<file path="src/logic/fsp_map.vh">
// constants for the flash self-programming controller
// assumes one system clock at 100 MHz and an external flash array port
// Functional notes
// cpu stalled during operation, resumes after the control write instruction
// byte read completes in six system clocks, then cpu resumes
// byte erase or write stalls cpu for about two milliseconds
// any write attempt to control register forces watchdog run enable high
// erase or write clears watchdog counter before programming starts
// byte offset is low six bits of pointer high and low nibbles
// two buffer nibbles supply write data and receive read data
// control register returns to zero when operation finishes
// erase and write to information region are refused
// control write needs map flag zero clear, one set, permission bit set
// blocked control write acts as no-operation
// region codes 00 area zero, 01 area one, 10 information, 11 reserved
// operation codes 00 none, 01 read, 10 erase, 11 write
// information byte zero holds the configuration word
// only serial full chip erase may erase information region
// config bit 0 locks serial programmer except full chip erase
// config bit 1 permits self-programming reads
// config bit 2 permits self-programming erase and write
// programming interval is a count of system clock cycles
// software moves system clock to 5 to 11 MHz around programming
// flash address is region base plus six bit offset; code uses only offset bits 2:0 for the information region
// reserved region or no operation gives no access and no stall
`ifndef FSP_MAP_VH
`define FSP_MAP_VH
`define FSP_CTRL_ADDR 4'h9
`define FSP_CFG_ADDR 10'h000
`define FSP_REG_AREA0 2'b00
`define FSP_REG_AREA1 2'b01
`define FSP_REG_INFO 2'b10
`define FSP_REG_RSVD 2'b11
`define FSP_OP_NONE 2'b00
`define FSP_OP_READ 2'b01
`define FSP_OP_ERASE 2'b10
`define FSP_OP_WRITE 2'b11
`define FSP_BASE_AREA0 10'h1c0
`define FSP_BASE_AREA1 10'h3c0
`define FSP_BASE_INFO 10'h000
`define FSP_CFG_LOCK_BIT 0
`define FSP_CFG_READ_BIT 1
`define FSP_CFG_PROG_BIT 2
`define FSP_IFF_MAP_FLAG_ZERO 10
`define FSP_IFF_MAP_FLAG_ONE 11
`define FSP_IFF_WATCHDOG_RUN_ENABLE 13
`define FSP_READ_CYCLES 6
`define FSP_CLK_MHZ 100
`define FSP_PROG_US 2000
`define FSP_PROG_CYCLES (`FSP_PROG_US * `FSP_CLK_MHZ)
`endif

</file>
<file path="src/logic/fsp_ctrl.v">
// flash self-programming sequencer: control register, gating, stall and flash strobes
// assumes cpu writes special function registers with a one-cycle strobe and
// that the flash array returns read data by the sixth cycle of a read
`include "fsp_map.vh"
module fsp_ctrl #(
  parameter integer PROG_CYCLES = `FSP_PROG_CYCLES
) (
  // clock and reset
  input wire clk_sys,
  input wire resetn,
  // cpu register write port
  input wire sfr_wr,
  input wire [3:0] sfr_addr,
  input wire [3:0] sfr_wdata,
  // cpu state feeding the block
  input wire map_flag_zero,
  input wire map_flag_one,
  input wire [3:0] pointer_high_nibble,
  input wire [3:0] pointer_low_nibble,
  input wire [3:0] buffer_high_nibble,
  input wire [3:0] buffer_low_nibble,
  input wire [7:0] config_word,
  // serial programmer requests
  input wire serial_read_req,
  input wire serial_write_req,
  input wire serial_erase_req,
  input wire serial_chip_erase_req,
  // flash array read data
  input wire [7:0] flash_rdata,
  // cpu side results
  output reg [3:0] flash_prog_control,
  output reg cpu_stall,
  output reg watchdog_enable_set,
  output reg watchdog_clear,
  output reg buffer_load,
  output reg [7:0] buffer_rdata,
  // flash array controls
  output reg [9:0] flash_addr,
  output reg [7:0] flash_wdata,
  output reg flash_read,
  output reg flash_erase,
  output reg flash_write,
  output reg flash_chip_erase,
  // serial programmer grant
  output reg serial_grant
);

  localparam [1:0] ST_IDLE = 2'd0;
  localparam [1:0] ST_READ = 2'd1;
  localparam [1:0] ST_PROG = 2'd2;
  localparam [1:0] ST_DONE = 2'd3;
  localparam integer READ_LAST_I = `FSP_READ_CYCLES - 1;
  localparam [2:0] READ_LAST = READ_LAST_I[2:0];
  localparam [31:0] PROG_LAST = PROG_CYCLES - 1;

  // region base plus offset
  function [9:0] fsp_addr;
    input [1:0] region;
    input [5:0] offset;
    begin
      case (region)
        `FSP_REG_AREA0: fsp_addr = `FSP_BASE_AREA0 | {4'h0, offset};
        `FSP_REG_AREA1: fsp_addr = `FSP_BASE_AREA1 | {4'h0, offset};
        default: fsp_addr = `FSP_BASE_INFO | {7'h00, offset[2:0]};
      endcase
    end
  endfunction

  reg [1:0] state;
  reg [2:0] read_cnt;
  reg [31:0] prog_cnt;

  wire ctrl_wr = sfr_wr && (sfr_addr == `FSP_CTRL_ADDR);
  wire [1:0] wr_region = sfr_wdata[3:2];
  wire [1:0] wr_op = sfr_wdata[1:0];
  wire is_prog_op = (wr_op == `FSP_OP_ERASE) || (wr_op == `FSP_OP_WRITE);
  wire permit = (wr_op == `FSP_OP_READ) ? config_word[`FSP_CFG_READ_BIT] :
                is_prog_op ? config_word[`FSP_CFG_PROG_BIT] : 1'b1;
  wire map_ok = !map_flag_zero && map_flag_one;
  wire accept = ctrl_wr && (state == ST_IDLE) && map_ok && permit;
  wire refused_info = is_prog_op && (wr_region == `FSP_REG_INFO);
  wire runnable = (wr_op != `FSP_OP_NONE) && (wr_region != `FSP_REG_RSVD) && !refused_info;
  wire [5:0] offset = {pointer_high_nibble[1:0], pointer_low_nibble};
  wire serial_locked = config_word[`FSP_CFG_LOCK_BIT];

  always @(posedge clk_sys or negedge resetn)
  begin
    if (!resetn)
    begin
      state <= ST_IDLE;
      read_cnt <= 3'd0;
      prog_cnt <= 32'd0;
      flash_prog_control <= 4'h0;
      cpu_stall <= 1'b0;
      watchdog_enable_set <= 1'b0;
      watchdog_clear <= 1'b0;
      buffer_load <= 1'b0;
      buffer_rdata <= 8'h00;
      flash_addr <= 10'h000;
      flash_wdata <= 8'h00;
      flash_read <= 1'b0;
      flash_erase <= 1'b0;
      flash_write <= 1'b0;
      flash_chip_erase <= 1'b0;
      serial_grant <= 1'b0;
    end
    else
    begin
      watchdog_enable_set <= ctrl_wr;
      watchdog_clear <= 1'b0;
      buffer_load <= 1'b0;
      flash_erase <= 1'b0;
      flash_write <= 1'b0;
      // serial path: lock blocks all but chip erase; chip erase is the only info eraser
      serial_grant <= !serial_locked && (serial_read_req || serial_write_req ||
                      serial_erase_req);
      flash_chip_erase <= serial_chip_erase_req && (state == ST_IDLE);
      case (state)
        ST_IDLE:
        begin
          if (accept)
          begin
            flash_prog_control <= sfr_wdata;
            if (runnable)
            begin
              cpu_stall <= 1'b1;
              flash_addr <= fsp_addr(wr_region, offset);
              flash_wdata <= {buffer_high_nibble, buffer_low_nibble};
              if (wr_op == `FSP_OP_READ)
              begin
                state <= ST_READ;
                read_cnt <= 3'd0;
                flash_read <= 1'b1;
              end
              else
              begin
                state <= ST_PROG;
                prog_cnt <= 32'd0;
                watchdog_clear <= 1'b1;
              end
            end
            else
            begin
              state <= ST_DONE;
            end
          end
        end
        ST_READ:
        begin
          if (read_cnt == READ_LAST - 3'd1)
          begin
            flash_read <= 1'b0;
            buffer_rdata <= flash_rdata;
            buffer_load <= 1'b1;
            cpu_stall <= 1'b0;
            flash_prog_control <= 4'h0;
            state <= ST_IDLE;
          end
          read_cnt <= read_cnt + 3'd1;
        end
        ST_PROG:
        begin
          // programming strobe begins one cycle after watchdog clear
          if (prog_cnt == 32'd0)
          begin
            if (flash_prog_control[1:0] == `FSP_OP_ERASE)
              flash_erase <= 1'b1;
            else
              flash_write <= 1'b1;
          end
          if (prog_cnt == PROG_LAST - 32'd1)
          begin
            cpu_stall <= 1'b0;
            flash_prog_control <= 4'h0;
            state <= ST_IDLE;
          end
          prog_cnt <= prog_cnt + 32'd1;
        end
        ST_DONE:
        begin
          flash_prog_control <= 4'h0;
          state <= ST_IDLE;
        end
        default:
        begin
          state <= ST_IDLE;
        end
      endcase
    end
  end

endmodule // fsp_ctrl

</file>
<file path="config.mk">
export PLATFORM = sky130hd
export DESIGN_NAME = fsp_ctrl
export DESIGN_NICKNAME = d
export VERILOG_FILES = /design/src/logic/fsp_ctrl.v
export VERILOG_INCLUDE_DIRS = /design/src /design/src/logic
export SDC_FILE = /design/constraint.sdc
export NUM_CORES = 1
export LEC_CHECK = 0
export BUFFER_PORTS_ARGS = -buffer_cell sky130_fd_sc_hd__buf_4
export CAP_MARGIN = 20
export CORE_MARGIN = 2
export CORE_UTILIZATION = 30
export CTS_CLUSTER_SIZE = 8
export DETAILED_ROUTE_END_ITERATION = 16
export MAX_ROUTING_LAYER = met4
export REMOVE_ABC_BUFFERS = 1
export SLEW_MARGIN = 15
export SYNTH_ARGS = -nofsm -noshare
export SYNTH_HDL_FRONTEND = slang
export SYNTH_SLANG_ARGS = --single-unit
</file>
<file path="constraint.sdc">
create_clock -name clk_sys -period 2.3 [get_ports clk_sys]
set_input_delay 0.46 -clock clk_sys [delete_from_list [all_inputs] [get_ports clk_sys]]
set_output_delay 0.46 -clock clk_sys [all_outputs]
set_load 0.01 [all_outputs]
</file>
# ---- After elaboration in Yosys (flattened, before gate mapping)
# Index checks and enable logic that the tools add are counted.
dict set report word_totals {
  output_inout_bits 39
  in_bits 49
  reg_bits 76
  elab_cells 109
}
dict set report op_classes {
  n_addsub 2
  n_mux 42
  n_eq_ne 19
  n_reduce_logical 30
}
# op n
set op_table {}
lappend op_table {{$mux 32} 3}
lappend op_table {{$pmux 32 s2} 1}
lappend op_table {{$add 32x1->32 const B} 1}
lappend op_table {{$eq 32x18->1 const B} 1}
lappend op_table {{$logic_not 32->1} 1}
lappend op_table {{$mux 1} 21}
lappend op_table {{$pmux 10 s2} 1}
lappend op_table {{$pmux 4 s4} 1}
lappend op_table {{$eq 2x2->1 const B} 6}
lappend op_table {{$mux 4} 3}
lappend op_table {{$ne 2x2->1 const B} 6}
lappend op_table {{$logic_and 1x1->1} 10}
lappend op_table {{$mux 2} 5}
lappend op_table {{$reduce_and 5->1} 2}
lappend op_table {{$mux 3} 3}
lappend op_table {{$pmux 2 s4} 1}
lappend op_table {{$reduce_and 4->1} 2}
lappend op_table {{$eq 2x1->1 const B} 3}
lappend op_table {{$pmux 3 s2} 1}
lappend op_table {{$reduce_and 3->1} 2}
lappend op_table {{$reduce_bool 2->1} 3}
lappend op_table {{$eq 4x4->1 const B} 1}
lappend op_table {{$logic_not 2->1} 2}
lappend op_table {{$add 3x1->3 const B} 1}
lappend op_table {{other kinds (8)} 12}

# ---- Depth between registers and ports, before layout
# Gate-level depths: netlist (run 1).
dict set report depth {
  depth_word 8
  ltp_mapped 9
  ltp_nobuf 7
}

# ---- Worst setup path after synthesis (run 1)
# OpenSTA, ideal clock, no wires.
dict set report synth_path {
  kind {reg-to-reg}
  startpoint {register state[0]}
  endpoint {register prog_cnt[31]}
  setup_slack_ps 292
  synth_period_minus_slack_ps 2008
  arrival_time_ps 1939
  path_stages_with_launch 8
  required_time_ps 2231
  path_cell_list {dfrtp_1 > inv_1 > ha_1 > inv_2 > nor4b_4 > a32oi_2 > or4_1 > nand3_1}
}
dict set report synth_between {
  elab_chain_cells 6
}
# item line
set synth_rtl {}
lappend synth_rtl {{start, declared} fsp_ctrl.v:69} ;# reg [1:0] state;
lappend synth_rtl {{start signal, assigned} fsp_ctrl.v:90} ;# state <= ST_IDLE;
lappend synth_rtl {{start signal, assigned} fsp_ctrl.v:131} ;# state <= ST_READ;
lappend synth_rtl {{start signal, assigned} fsp_ctrl.v:137} ;# state <= ST_PROG;
lappend synth_rtl {{$logic_not 2->1} {fsp_ctrl.v:80, fsp_ctrl.v:118}}
lappend synth_rtl {{$logic_and 1x1->1 (3 in a row)} fsp_ctrl.v:80} ;# wire accept = ctrl_wr && (state == ST_IDLE) && map_ok && permit;
lappend synth_rtl {{$ne 2x2->1 (no line)} --}
lappend synth_rtl {{$reduce_and 4->1 (no line)} --}
lappend synth_rtl {{end signal, assigned} fsp_ctrl.v:177} ;# prog_cnt <= prog_cnt + 32'd1;
lappend synth_rtl {{end, declared} fsp_ctrl.v:71} ;# reg [31:0] prog_cnt;
# Parallel ways exist; a longest one is shown, timed or not.
# A chain may end at the register's enable or synchronous reset.

# ---- Final worst setup path (run 1)
dict set report layout_path {
  startpoint {register prog_cnt[12]}
  endpoint {register state[0]}
}
dict set report layout_between {
  elab_chain_cells 3
}
# item line
set layout_rtl {}
lappend layout_rtl {{$eq 32x18->1} fsp_ctrl.v:171} ;# if (prog_cnt == PROG_LAST - 32'd1)
lappend layout_rtl {{$ne 2x2->1 (no line)} --}
lappend layout_rtl {{$reduce_and 3->1 (no line)} --}
lappend layout_rtl {{end signal, assigned} fsp_ctrl.v:175} ;# state <= ST_IDLE;
lappend layout_rtl {{end signal, assigned} fsp_ctrl.v:182} ;# state <= ST_IDLE;
lappend layout_rtl {{end signal, assigned} fsp_ctrl.v:186} ;# state <= ST_IDLE;
# No other way between the ends.

==> results.txt, run 1 <==
Clk Latency, worst-skew pair: 0.34 ns
Nets: 551
IO buf count: 80
Die Height: 118.5 um
worst-path cell chain: nor4_1 > nand2_1 > o31ai_2 > o211ai_2 > mux2_2
fin cells: 669
Worst Setup Start Kind: flop
Total Routing Usage GR: 14.89%
Slew headroom: 55.39%
Die Span X: 118.5 um
post-DR wirelength/cell: 14.59 um
H-tree depth: 3
syn_area_per_cell: 9.577 um2
crit-path max cell delay: 0.46 ns
critical path's slowest cell: dfrtp_1
Total Neg Setup Slack: 0 ns
flops & latches, synth: 74
Initial Util: 30.94%
post-route setup slack: 0.1774 ns
required time of the worst setup path: 2.52 ns
# fillers: 1278
Routed Antenna Nets: 0
Yosys top cell by area: dfrtp_1
Core Rows: 41
CP Data Arrival Time: 2.34 ns
Tcrit/Tclk final: 92.29%
Commonest cells post-synth: dfrtp_1, nand2_1, o21ai_0, inv_1
XOR/XNOR share of the synthesized area: 0%
synthesized cell area: 3936 um2
Worst setup EP type: flop
CTS tree: built
io pins: 88
count leader, synth: dfrtp_1
cell family with most CP delay: compound AO/OA/AOI/OAI gates
endpoints failing hold: 0
Synth top area share: 47.04%
switching share of total power: 23.10%
critical path buffer and inverter count: 0
area of the multi-input gates: 1896 um2
shortest period the worst path allows: 2.123 ns
peak supply drop: 0.3736 mV
largest family of logic cells by synthesized area: simple AND/OR/NAND/NOR gates
Max-cap violations: 0
Post-Synth Simple-Gate Area: 21.23%
Sequential cell area: 1852 um2
setup repair after global routing missed its margin: no
Place WS: 0.1030 ns
number of synthesized flops with an enable pin: 0
Routability Congestion: 0.7762
top cells by area, synth: dfrtp_1, nand2_1, o21ai_0, ha_1, o41ai_1
fraction of layout cells with a size suffix above 1: 27.36%
max-slew violations: 0
Clk pwr share: 49.6%
final instance area: 5085 um2
Post-Syn Instances: 411
Area Overhead vs Synth: 29.18%
clock-pin slew on the worst setup and hold paths: 0.06 ns
Via density: 5.130
Highest Clock Rate: 0.4711 GHz
mux contribution to synthesized area: 4.100%
Synth Area in Adders: 3.179%
CTS Root Cell: clkbuf_16
number of global-route vias before repair: 3435
first-pass GRT wire length: 16770 um
asr flop ratio synth: 100.0%
CTS buffer count: 9
initial antenna violation count: 0
Flop pwr share: 44.7%
sequential area share after synthesis: 47.04%
Power Density: 610.6 nW/um2
critical path peak fanout: 8
GRT overflow: 0
endpoints failing setup: 0
synth warn: 0
Int Pwr: 2.388 mW
hold-fix buffers at CTS: 0
Detailed Route WL: 9759 um
Net Switching: 0.7173 mW
vias: 3432
Unique masters post-synth: 59
status: completed
core footprint: 12720 um2
worst slew pin tran: 0.6691 ns
Clock Skew: 0.006558 ns
Synth Area in Compound Gates: 19.39%
WS Path Type: flop to flop
Gate power share: 5.7%
drt first-iter violations: 156
drt first pass iters: 5
worst min-delay path class: primary input to async pin
DRC violations left: 0
top_reg_cell synth: dfrtp_1
clk sink count: 74
Final HPWL DP: 6873 um
CTS max path bufs: 2
largest net degree at the start of global routing: 54
die area: 14050 um2
ant diodes: 0
Cells after DPL: 653
Leak: 2.338 nW
placed cell areas: 4746 um2
==> cell type report <==
type,instances,share of cell area [%]
well taps,172,4.232
clock inverters,7,1.969
repair buffers,94,14.20
multi-input cells,293,37.28
inverters,20,1.476
clock buffers,9,4.429
flip-flops and latches,74,36.42
==> per-stage QoR <==
step                util [%]  hold WS [ns]  power [mW]
floorplan                  -        0.1644       1.465
global route           39.97        0.2119       3.236
global placement       37.30        0.4598       1.584
finish                 39.97        0.1467       3.105
CTS                    39.86        0.1704       3.146
detailed placement     37.30        0.4633       1.591
==> registers in the layout (all words and copies together) (netlist names), 2 cells and up <==
name	cells
buffer_rdata	8
flash_addr	8
flash_prog_control	4
flash_wdata	8
prog_cnt	32
read_cnt	3
state	2
==> routing by layer <==
layer | part of all wire [%] | vias to the layer above | GRT usage, %
met5 | 0 | - | -
met4 | 1.2 | 0 | 4.911
met3 | 5.3 | 11 | 3.764
met2 | 46 | 105 | 22.95
met1 | 48 | 1638 | 19.14
li1 | - | 1678 | -
==> cells by family after synthesis <==
kind of cell / after synthesis
flops: 74
mux: 15
buf+inv: 44
fa+ha+maj: 10
compound gates: 108
simple gates: 160
==> layout by cell type, fill, tap and decap left out, types with 8 or more instances in the layout <==
| cell type | netlist | layout |
|---|---|---|
| ha_1 | 10 | 9 |
| o21ai_0 | 36 | 35 |
| buf_4 | 5 | 92 |
| nor2_1 | 11 | 11 |
| o31ai_1 | 13 | 13 |
| dfrtp_1 | 74 | 74 |
| a21oi_1 | 8 | 8 |
| mux2_2 | 9 | 9 |
| nand4_1 | 10 | 10 |
| clkbuf_16 | 0 | 9 |
| o41ai_1 | 13 | 12 |
| nand2_1 | 73 | 73 |
| inv_1 | 19 | 17 |
| nand3_1 | 13 | 13 |
==> worst paths after layout <==
kind                                start               to  slack, ns  cells after the start
setup / recovery             prog_cnt[12]         state[0]       0.18                      5
hold / removal                     resetn  buffer_rdata[3]       0.15                      1
setup reg to reg             prog_cnt[12]         state[0]       0.18                      5
hold reg to reg             flash_addr[2]    flash_addr[2]       0.48                      2
max in group asynchronous          resetn     prog_cnt[20]       1.48                      2
min in group clk_sys       config_word[0]     serial_grant       0.27                      2
==> power by group through the flow <==
stage | clock [mW] | combinational [mW] | sequential [mW]
floorplan | 0 | 0.0628 | 1.40
finish | 1.54 | 0.176 | 1.39
CTS | 1.58 | 0.180 | 1.39
global placement | 0 | 0.176 | 1.41
global route | 1.64 | 0.201 | 1.39
detailed placement | 0 | 0.180 | 1.41
==> repair_timing <==
item | 4_1_cts | 5_1_grt
gates resized for setup | 0 | 6
hold endpoints to repair | 0 | 0
buffers inserted | 0 | 0
setup endpoints to repair | 0 | 6
No activity file was read; power rests on OpenSTA's default activity.
==> inputs of run 2 (changes only) <==
CORE_UTILIZATION = 55   (was 30)
CTS_BUF_LIST = sky130_fd_sc_hd__clkbuf_8   (was unset)
PLACE_DENSITY = 0.81   (was unset)
SETUP_SLACK_MARGIN = 0.2   (was unset)
==> results.txt, run 2 (synthesis results as in run 1) <==
status: completed
peak supply drop: 0.3397 mV (-9.1%)
Routability Congestion: 0.8318 (+7.2%)
CTS Root Cell: clkbuf_8
post-DR wirelength/cell: 16.70 um (+14%)
endpoints failing setup: 0 (unchanged)
CP Data Arrival Time: 2.34 ns (about the same)
Clock Skew: 0.009784 ns (+0.003226 ns)
switching share of total power: 23.64% (+0.54 points)
drt first pass iters: 5 (unchanged)
vias: 3620 (+5.5%)
DRC violations left: 0 (unchanged)
fraction of layout cells with a size suffix above 1: 29.34% (+2.0 points)
initial antenna violation count: 0 (unchanged)
Gate power share: 6.5% (+0.8 points)
endpoints failing hold: 0 (unchanged)
commonest cells after routing, fill and taps aside: buf_4, nand2_1, dfrtp_1, o21ai_0, inv_1
Initial Util: 57.30% (+26 points)
core footprint: 6869 um2 (-46%)
max reg flops: 32 (unchanged)
CTS max path bufs: 2 (unchanged)
Int Pwr: 2.148 mW (-10%)
Core Rows: 30 (-27%)
GRT overflow: 0 (unchanged)
Total Neg Setup Slack: 0 ns (unchanged)
WS Path Type: flop to flop
worst slew pin tran: 0.5224 ns (-0.1467 ns)
Detailed Route WL: 9967 um (+2.1%)
Total Routing Usage GR: 25.64% (+11 points)
number of global-route vias before repair: 3221 (-6.2%)
Area Overhead vs Synth: 28.64%
Max-cap violations: 0 (unchanged)
Final HPWL DP: 6589 um (-4.1%)
clk sink count: 74 (unchanged)
Highest Clock Rate: 0.4880 GHz (+3.6%)
io pins: 88 (unchanged)
Cells after DPL: 574 (-12%)
worst min-delay path class: primary input to async pin
Clk Latency, worst-skew pair: 0.36 ns (+0.02 ns)
Tcrit/Tclk final: 89.09% (-3.2 points)
die area: 7850 um2 (-44%)
max-slew violations: 0 (unchanged)
Flop pwr share: 49.2% (+4.5 points)
final instance area: 5064 um2 (-0.42%)
Die Span X: 88.60 um (-25%)
Via density: 6.064 (+18%)
most common cell after layout, fill and taps aside: buf_4
Worst setup EP type: flop
Top reg by flops: prog_cnt
Worst Setup Start Kind: flop
ant diodes: 0 (unchanged)
Routed Antenna Nets: 0 (unchanged)
Die Height: 88.60 um (-25%)
R2R Setup Slk: 0.25 ns (+0.07 ns)
required time of the worst setup path: 2.59 ns (+0.07 ns)
first-pass GRT wire length: 15150 um (-9.7%)
largest net degree at the start of global routing: 40 (-26%)
CTS buffer count: 9 (unchanged)
Leak: 2.345 nW (+0.26%)
Power Density: 555.6 nW/um2 (-9.0%)
critical path peak fanout: 10 (+2)
H-tree depth: 3 (unchanged)
setup repair after global routing missed its margin: no
hold-fix buffers at CTS: 0 (unchanged)
drt first-iter violations: 178 (+14%)
CTS tree: built
Clk pwr share: 44.2% (-5.4 points)
Nets: 555 (+0.73%)
clock-pin slew on the worst setup and hold paths: 0.09 ns (+0.03 ns)
Net Switching: 0.6652 mW (-7.3%)
fin cells: 597 (-11%)
IO buf count: 80 (unchanged)
shortest period the worst path allows: 2.049 ns (-0.07356 ns)
placed cell areas: 4628 um2 (-2.5%)
Slew headroom: 65.05% (+9.7 points)
Design Power: 2.814 mW (-9.4%)
-- run 2: path summary, 6_finish.rpt --
path / start / to / cells after the start
min: resetn / flash_wdata[2] / 1
min reg2reg: flash_addr[0] / flash_addr[0] / 2
max: prog_cnt[9] / prog_cnt[31] / 5
min in group clk_sys: config_word[0] / serial_grant / 2
max in group asynchronous: resetn / flash_erase / 2
max reg2reg: prog_cnt[9] / prog_cnt[31] / 5
-- run 2: critical path, stage by stage, from the launching register on --
cell     delay, ns
dfrtp_1       0.53
and4_1        0.26
and4_1        0.44
nand3_2       0.17
or4_1         0.49
nand3_1       0.09
-- run 2: power by group through the flow --
stage	registers, mW	clock network, mW	logic, mW
global placement	1.41	0	0.176
global route	1.39	1.30	0.204
finish	1.39	1.24	0.184
CTS	1.38	1.26	0.182
floorplan	1.40	0	0.0628
detailed placement	1.41	0	0.182
-- run 2: final cells by class --
class / count / area [um2]
Clock buffer: 9 / 123.9
Clock inverter: 7 / 117.6
Fill cell: 496 / 1805
Inverter: 20 / 75.07
Multi-Input combinational cell: 293 / 1977
Sequential cell: 74 / 1854
Tap cell: 96 / 120.1
Timing Repair Buffer: 98 / 795.8
-- run 2: routing by layer --
layer  vias up  wire length, um  global-route usage, %
li1       1685                -                      -
met1      1741             4185                  32.83
met2       172             4813                  40.53
met3        22              813                  6.063
met4         0              153                  8.127
met5         -                0                      -
-- run 2: through the flow --
step           hold WS, ns  setup slack [ns]  util (%)
4_1_cts            0.06470            0.2069     71.06
3_5_place_dp        0.4576            0.1355     67.38
5_1_grt            0.08310            0.1680     73.72
3_3_place_gp        0.4553            0.2090     67.38
2_1_floorplan       0.1644           0.02153         -
6_report           0.05139            0.2510     73.72
-- run 2: repair_timing --
item | in CTS | in global routing
pin swaps | 1 | 3
setup buffers | 1 | 4
gates resized for setup | 1 | 23
endpoints found under the setup margin | 9 | 52
gates cloned | 0 | 2
==> inputs of run 3 (changes only) <==
RECOVER_POWER = 25   (was unset)
==> results.txt, run 3 (synthesis results as in run 1) <==
CTS max path bufs: 2 (unchanged)
drt first pass iters: 4 (-1)
worst slew pin tran: 0.9462 ns (+0.4238 ns)
drt first-iter violations: 178 (unchanged)
ant diodes: 0 (unchanged)
Top reg by flops: prog_cnt
fin cells: 597 (unchanged)
Worst Setup Start Kind: flop
Total Neg Setup Slack: 0 ns (unchanged)
Die Height: 88.60 um (unchanged)
worst setup path endpoint: prog_cnt[31]
Net Switching: 0.6639 mW (-0.20%)
H-tree depth: 3 (unchanged)
Detailed Route WL: 9963 um (about the same)
Tcrit/Tclk final: 89.11% (about the same)
r2r startpoint: prog_cnt[9]
Design Power: 2.809 mW (-0.17%)
vias: 3610 (-0.28%)
Routed Antenna Nets: 0 (unchanged)
Worst setup EP type: flop
WS Path Type: flop to flop
Cells after DPL: 574 (unchanged)
shortest period the worst path allows: 2.049 ns (+0.0004540 ns)
Worst R2R End: prog_cnt[31]
number of global-route vias before repair: 3221 (unchanged)
post-DR wirelength/cell: 16.69 um (about the same)
Max-cap violations: 0 (unchanged)
clk sink count: 74 (unchanged)
Routability Congestion: 0.8318 (unchanged)
Nets: 555 (unchanged)
clock-pin slew on the worst setup and hold paths: 0.09 ns (about the same)
CP Data Arrival Time: 2.34 ns (about the same)
most common cell after layout, fill and taps aside: buf_4
DRC violations left: 0 (unchanged)
IO buf count: 80 (unchanged)
Clk Latency, worst-skew pair: 0.36 ns (about the same)
first-pass GRT wire length: 15150 um (unchanged)
R2R cell count: 5 (unchanged)
Die Span X: 88.60 um (unchanged)
Flop pwr share: 49.3% (about the same)
Core Rows: 30 (unchanged)
worst min-delay path class: primary input to async pin
Initial Util: 57.30% (unchanged)
largest net degree at the start of global routing: 40 (unchanged)
die area: 7850 um2 (unchanged)
fin util: 73.46% (-0.25 points)
Area Overhead vs Synth: 28.19%
Slew headroom: 36.92% (-28 points)
Highest Clock Rate: 0.4879 GHz (about the same)
Clk pwr share: 44.3% (about the same)
peak supply drop: 0.3396 mV (about the same)
CTS tree: built
CTS buffer count: 9 (unchanged)
endpoints failing hold: 0 (unchanged)
WHS: 0.2168 ns (+0.1654 ns)
initial antenna violation count: 0 (unchanged)
CTS Root Cell: clkbuf_8
core footprint: 6869 um2 (unchanged)
io pins: 88 (unchanged)
required time of the worst setup path: 2.59 ns (about the same)
Leak: 2.338 nW (-0.26%)
critical path startpoint: prog_cnt[9]
max-slew violations: 0 (unchanged)
commonest cells after routing, fill and taps aside: buf_4, nand2_1, dfrtp_1, o21ai_0, inv_1
hold-fix buffers at CTS: 0 (unchanged)
Power Density: 556.6 nW/um2 (+0.17%)
setup repair after global routing missed its margin: no
status: completed
Via density: 6.047 (-0.28%)
fraction of layout cells with a size suffix above 1: 29.34% (unchanged)
Total Routing Usage GR: 25.64% (unchanged)
Gate power share: 6.4% (about the same)
Clock Skew: 0.01019 ns (+0.0004083 ns)
GRT overflow: 0 (unchanged)
R2R Setup Slk: 0.25 ns (about the same)
critical path peak fanout: 10 (unchanged)
Final HPWL DP: 6589 um (unchanged)
switching share of total power: 23.64% (about the same)
endpoints failing setup: 0 (unchanged)
max reg flops: 32 (unchanged)
Int Pwr: 2.145 mW (-0.16%)
[run 3: metal layers]
metal | up-vias | part of all wire [%] | track usage, %
li1 | 1685 | - | -
met1 | 1736 | 42 | 32.83
met2 | 169 | 48 | 40.53
met3 | 20 | 8.1 | 6.063
met4 | 0 | 1.5 | 8.127
met5 | - | 0 | -
[run 3: critical path, cell delays in order (launching register included)]
cell and delay [ns]:
dfrtp_1 0.53, and4_1 0.26, and4_1 0.44, nand3_2 0.17, or4_1 0.49, nand3_1 0.09
[run 3: power by group through the flow]
stage	registers, mW	clock network (mW)	logic (mW)
global route	1.39	1.30	0.200
CTS	1.38	1.26	0.182
finish	1.39	1.24	0.180
detailed placement	1.41	0	0.182
global placement	1.41	0	0.176
floorplan	1.40	0	0.0628
[run 3: repair_timing]
item,in CTS,in global routing
setup buffers,1,4
cloned,0,2
pin swaps,1,3
endpoints found under the setup margin,9,52
gates resized for setup,1,23
[run 3: how the worst min path moves through the flow]
stage,start,end,slack (ns),cells past startpoint
floorplan,resetn,buffer_load,0.16,0
global placement,resetn,flash_addr[0],0.46,1
detailed placement,resetn,flash_addr[0],0.46,1
CTS,resetn,flash_addr[0],0.06,1
global route,config_word[0],serial_grant,0.24,2
finish,resetn,flash_wdata[2],0.22,1
[run 3: metrics by stage]
stage	setup WS, ns	cell area, um2
global route	0.1680	5046
CTS	0.2069	4881
detailed placement	0.1355	4628
finish	0.2505	5046
global placement	0.2090	4628
floorplan	0.02153	3812
[run 3: cell type report]
cell class | count | area (um2)
inverters | 20 | 75.07
flip-flops and latches | 74 | 1854
clock buffers | 9 | 123.9
well taps | 96 | 120.1
fillers | 498 | 1823
repair buffers | 98 | 778.2
multi-input cells | 293 | 1977
clock inverters | 7 | 117.6
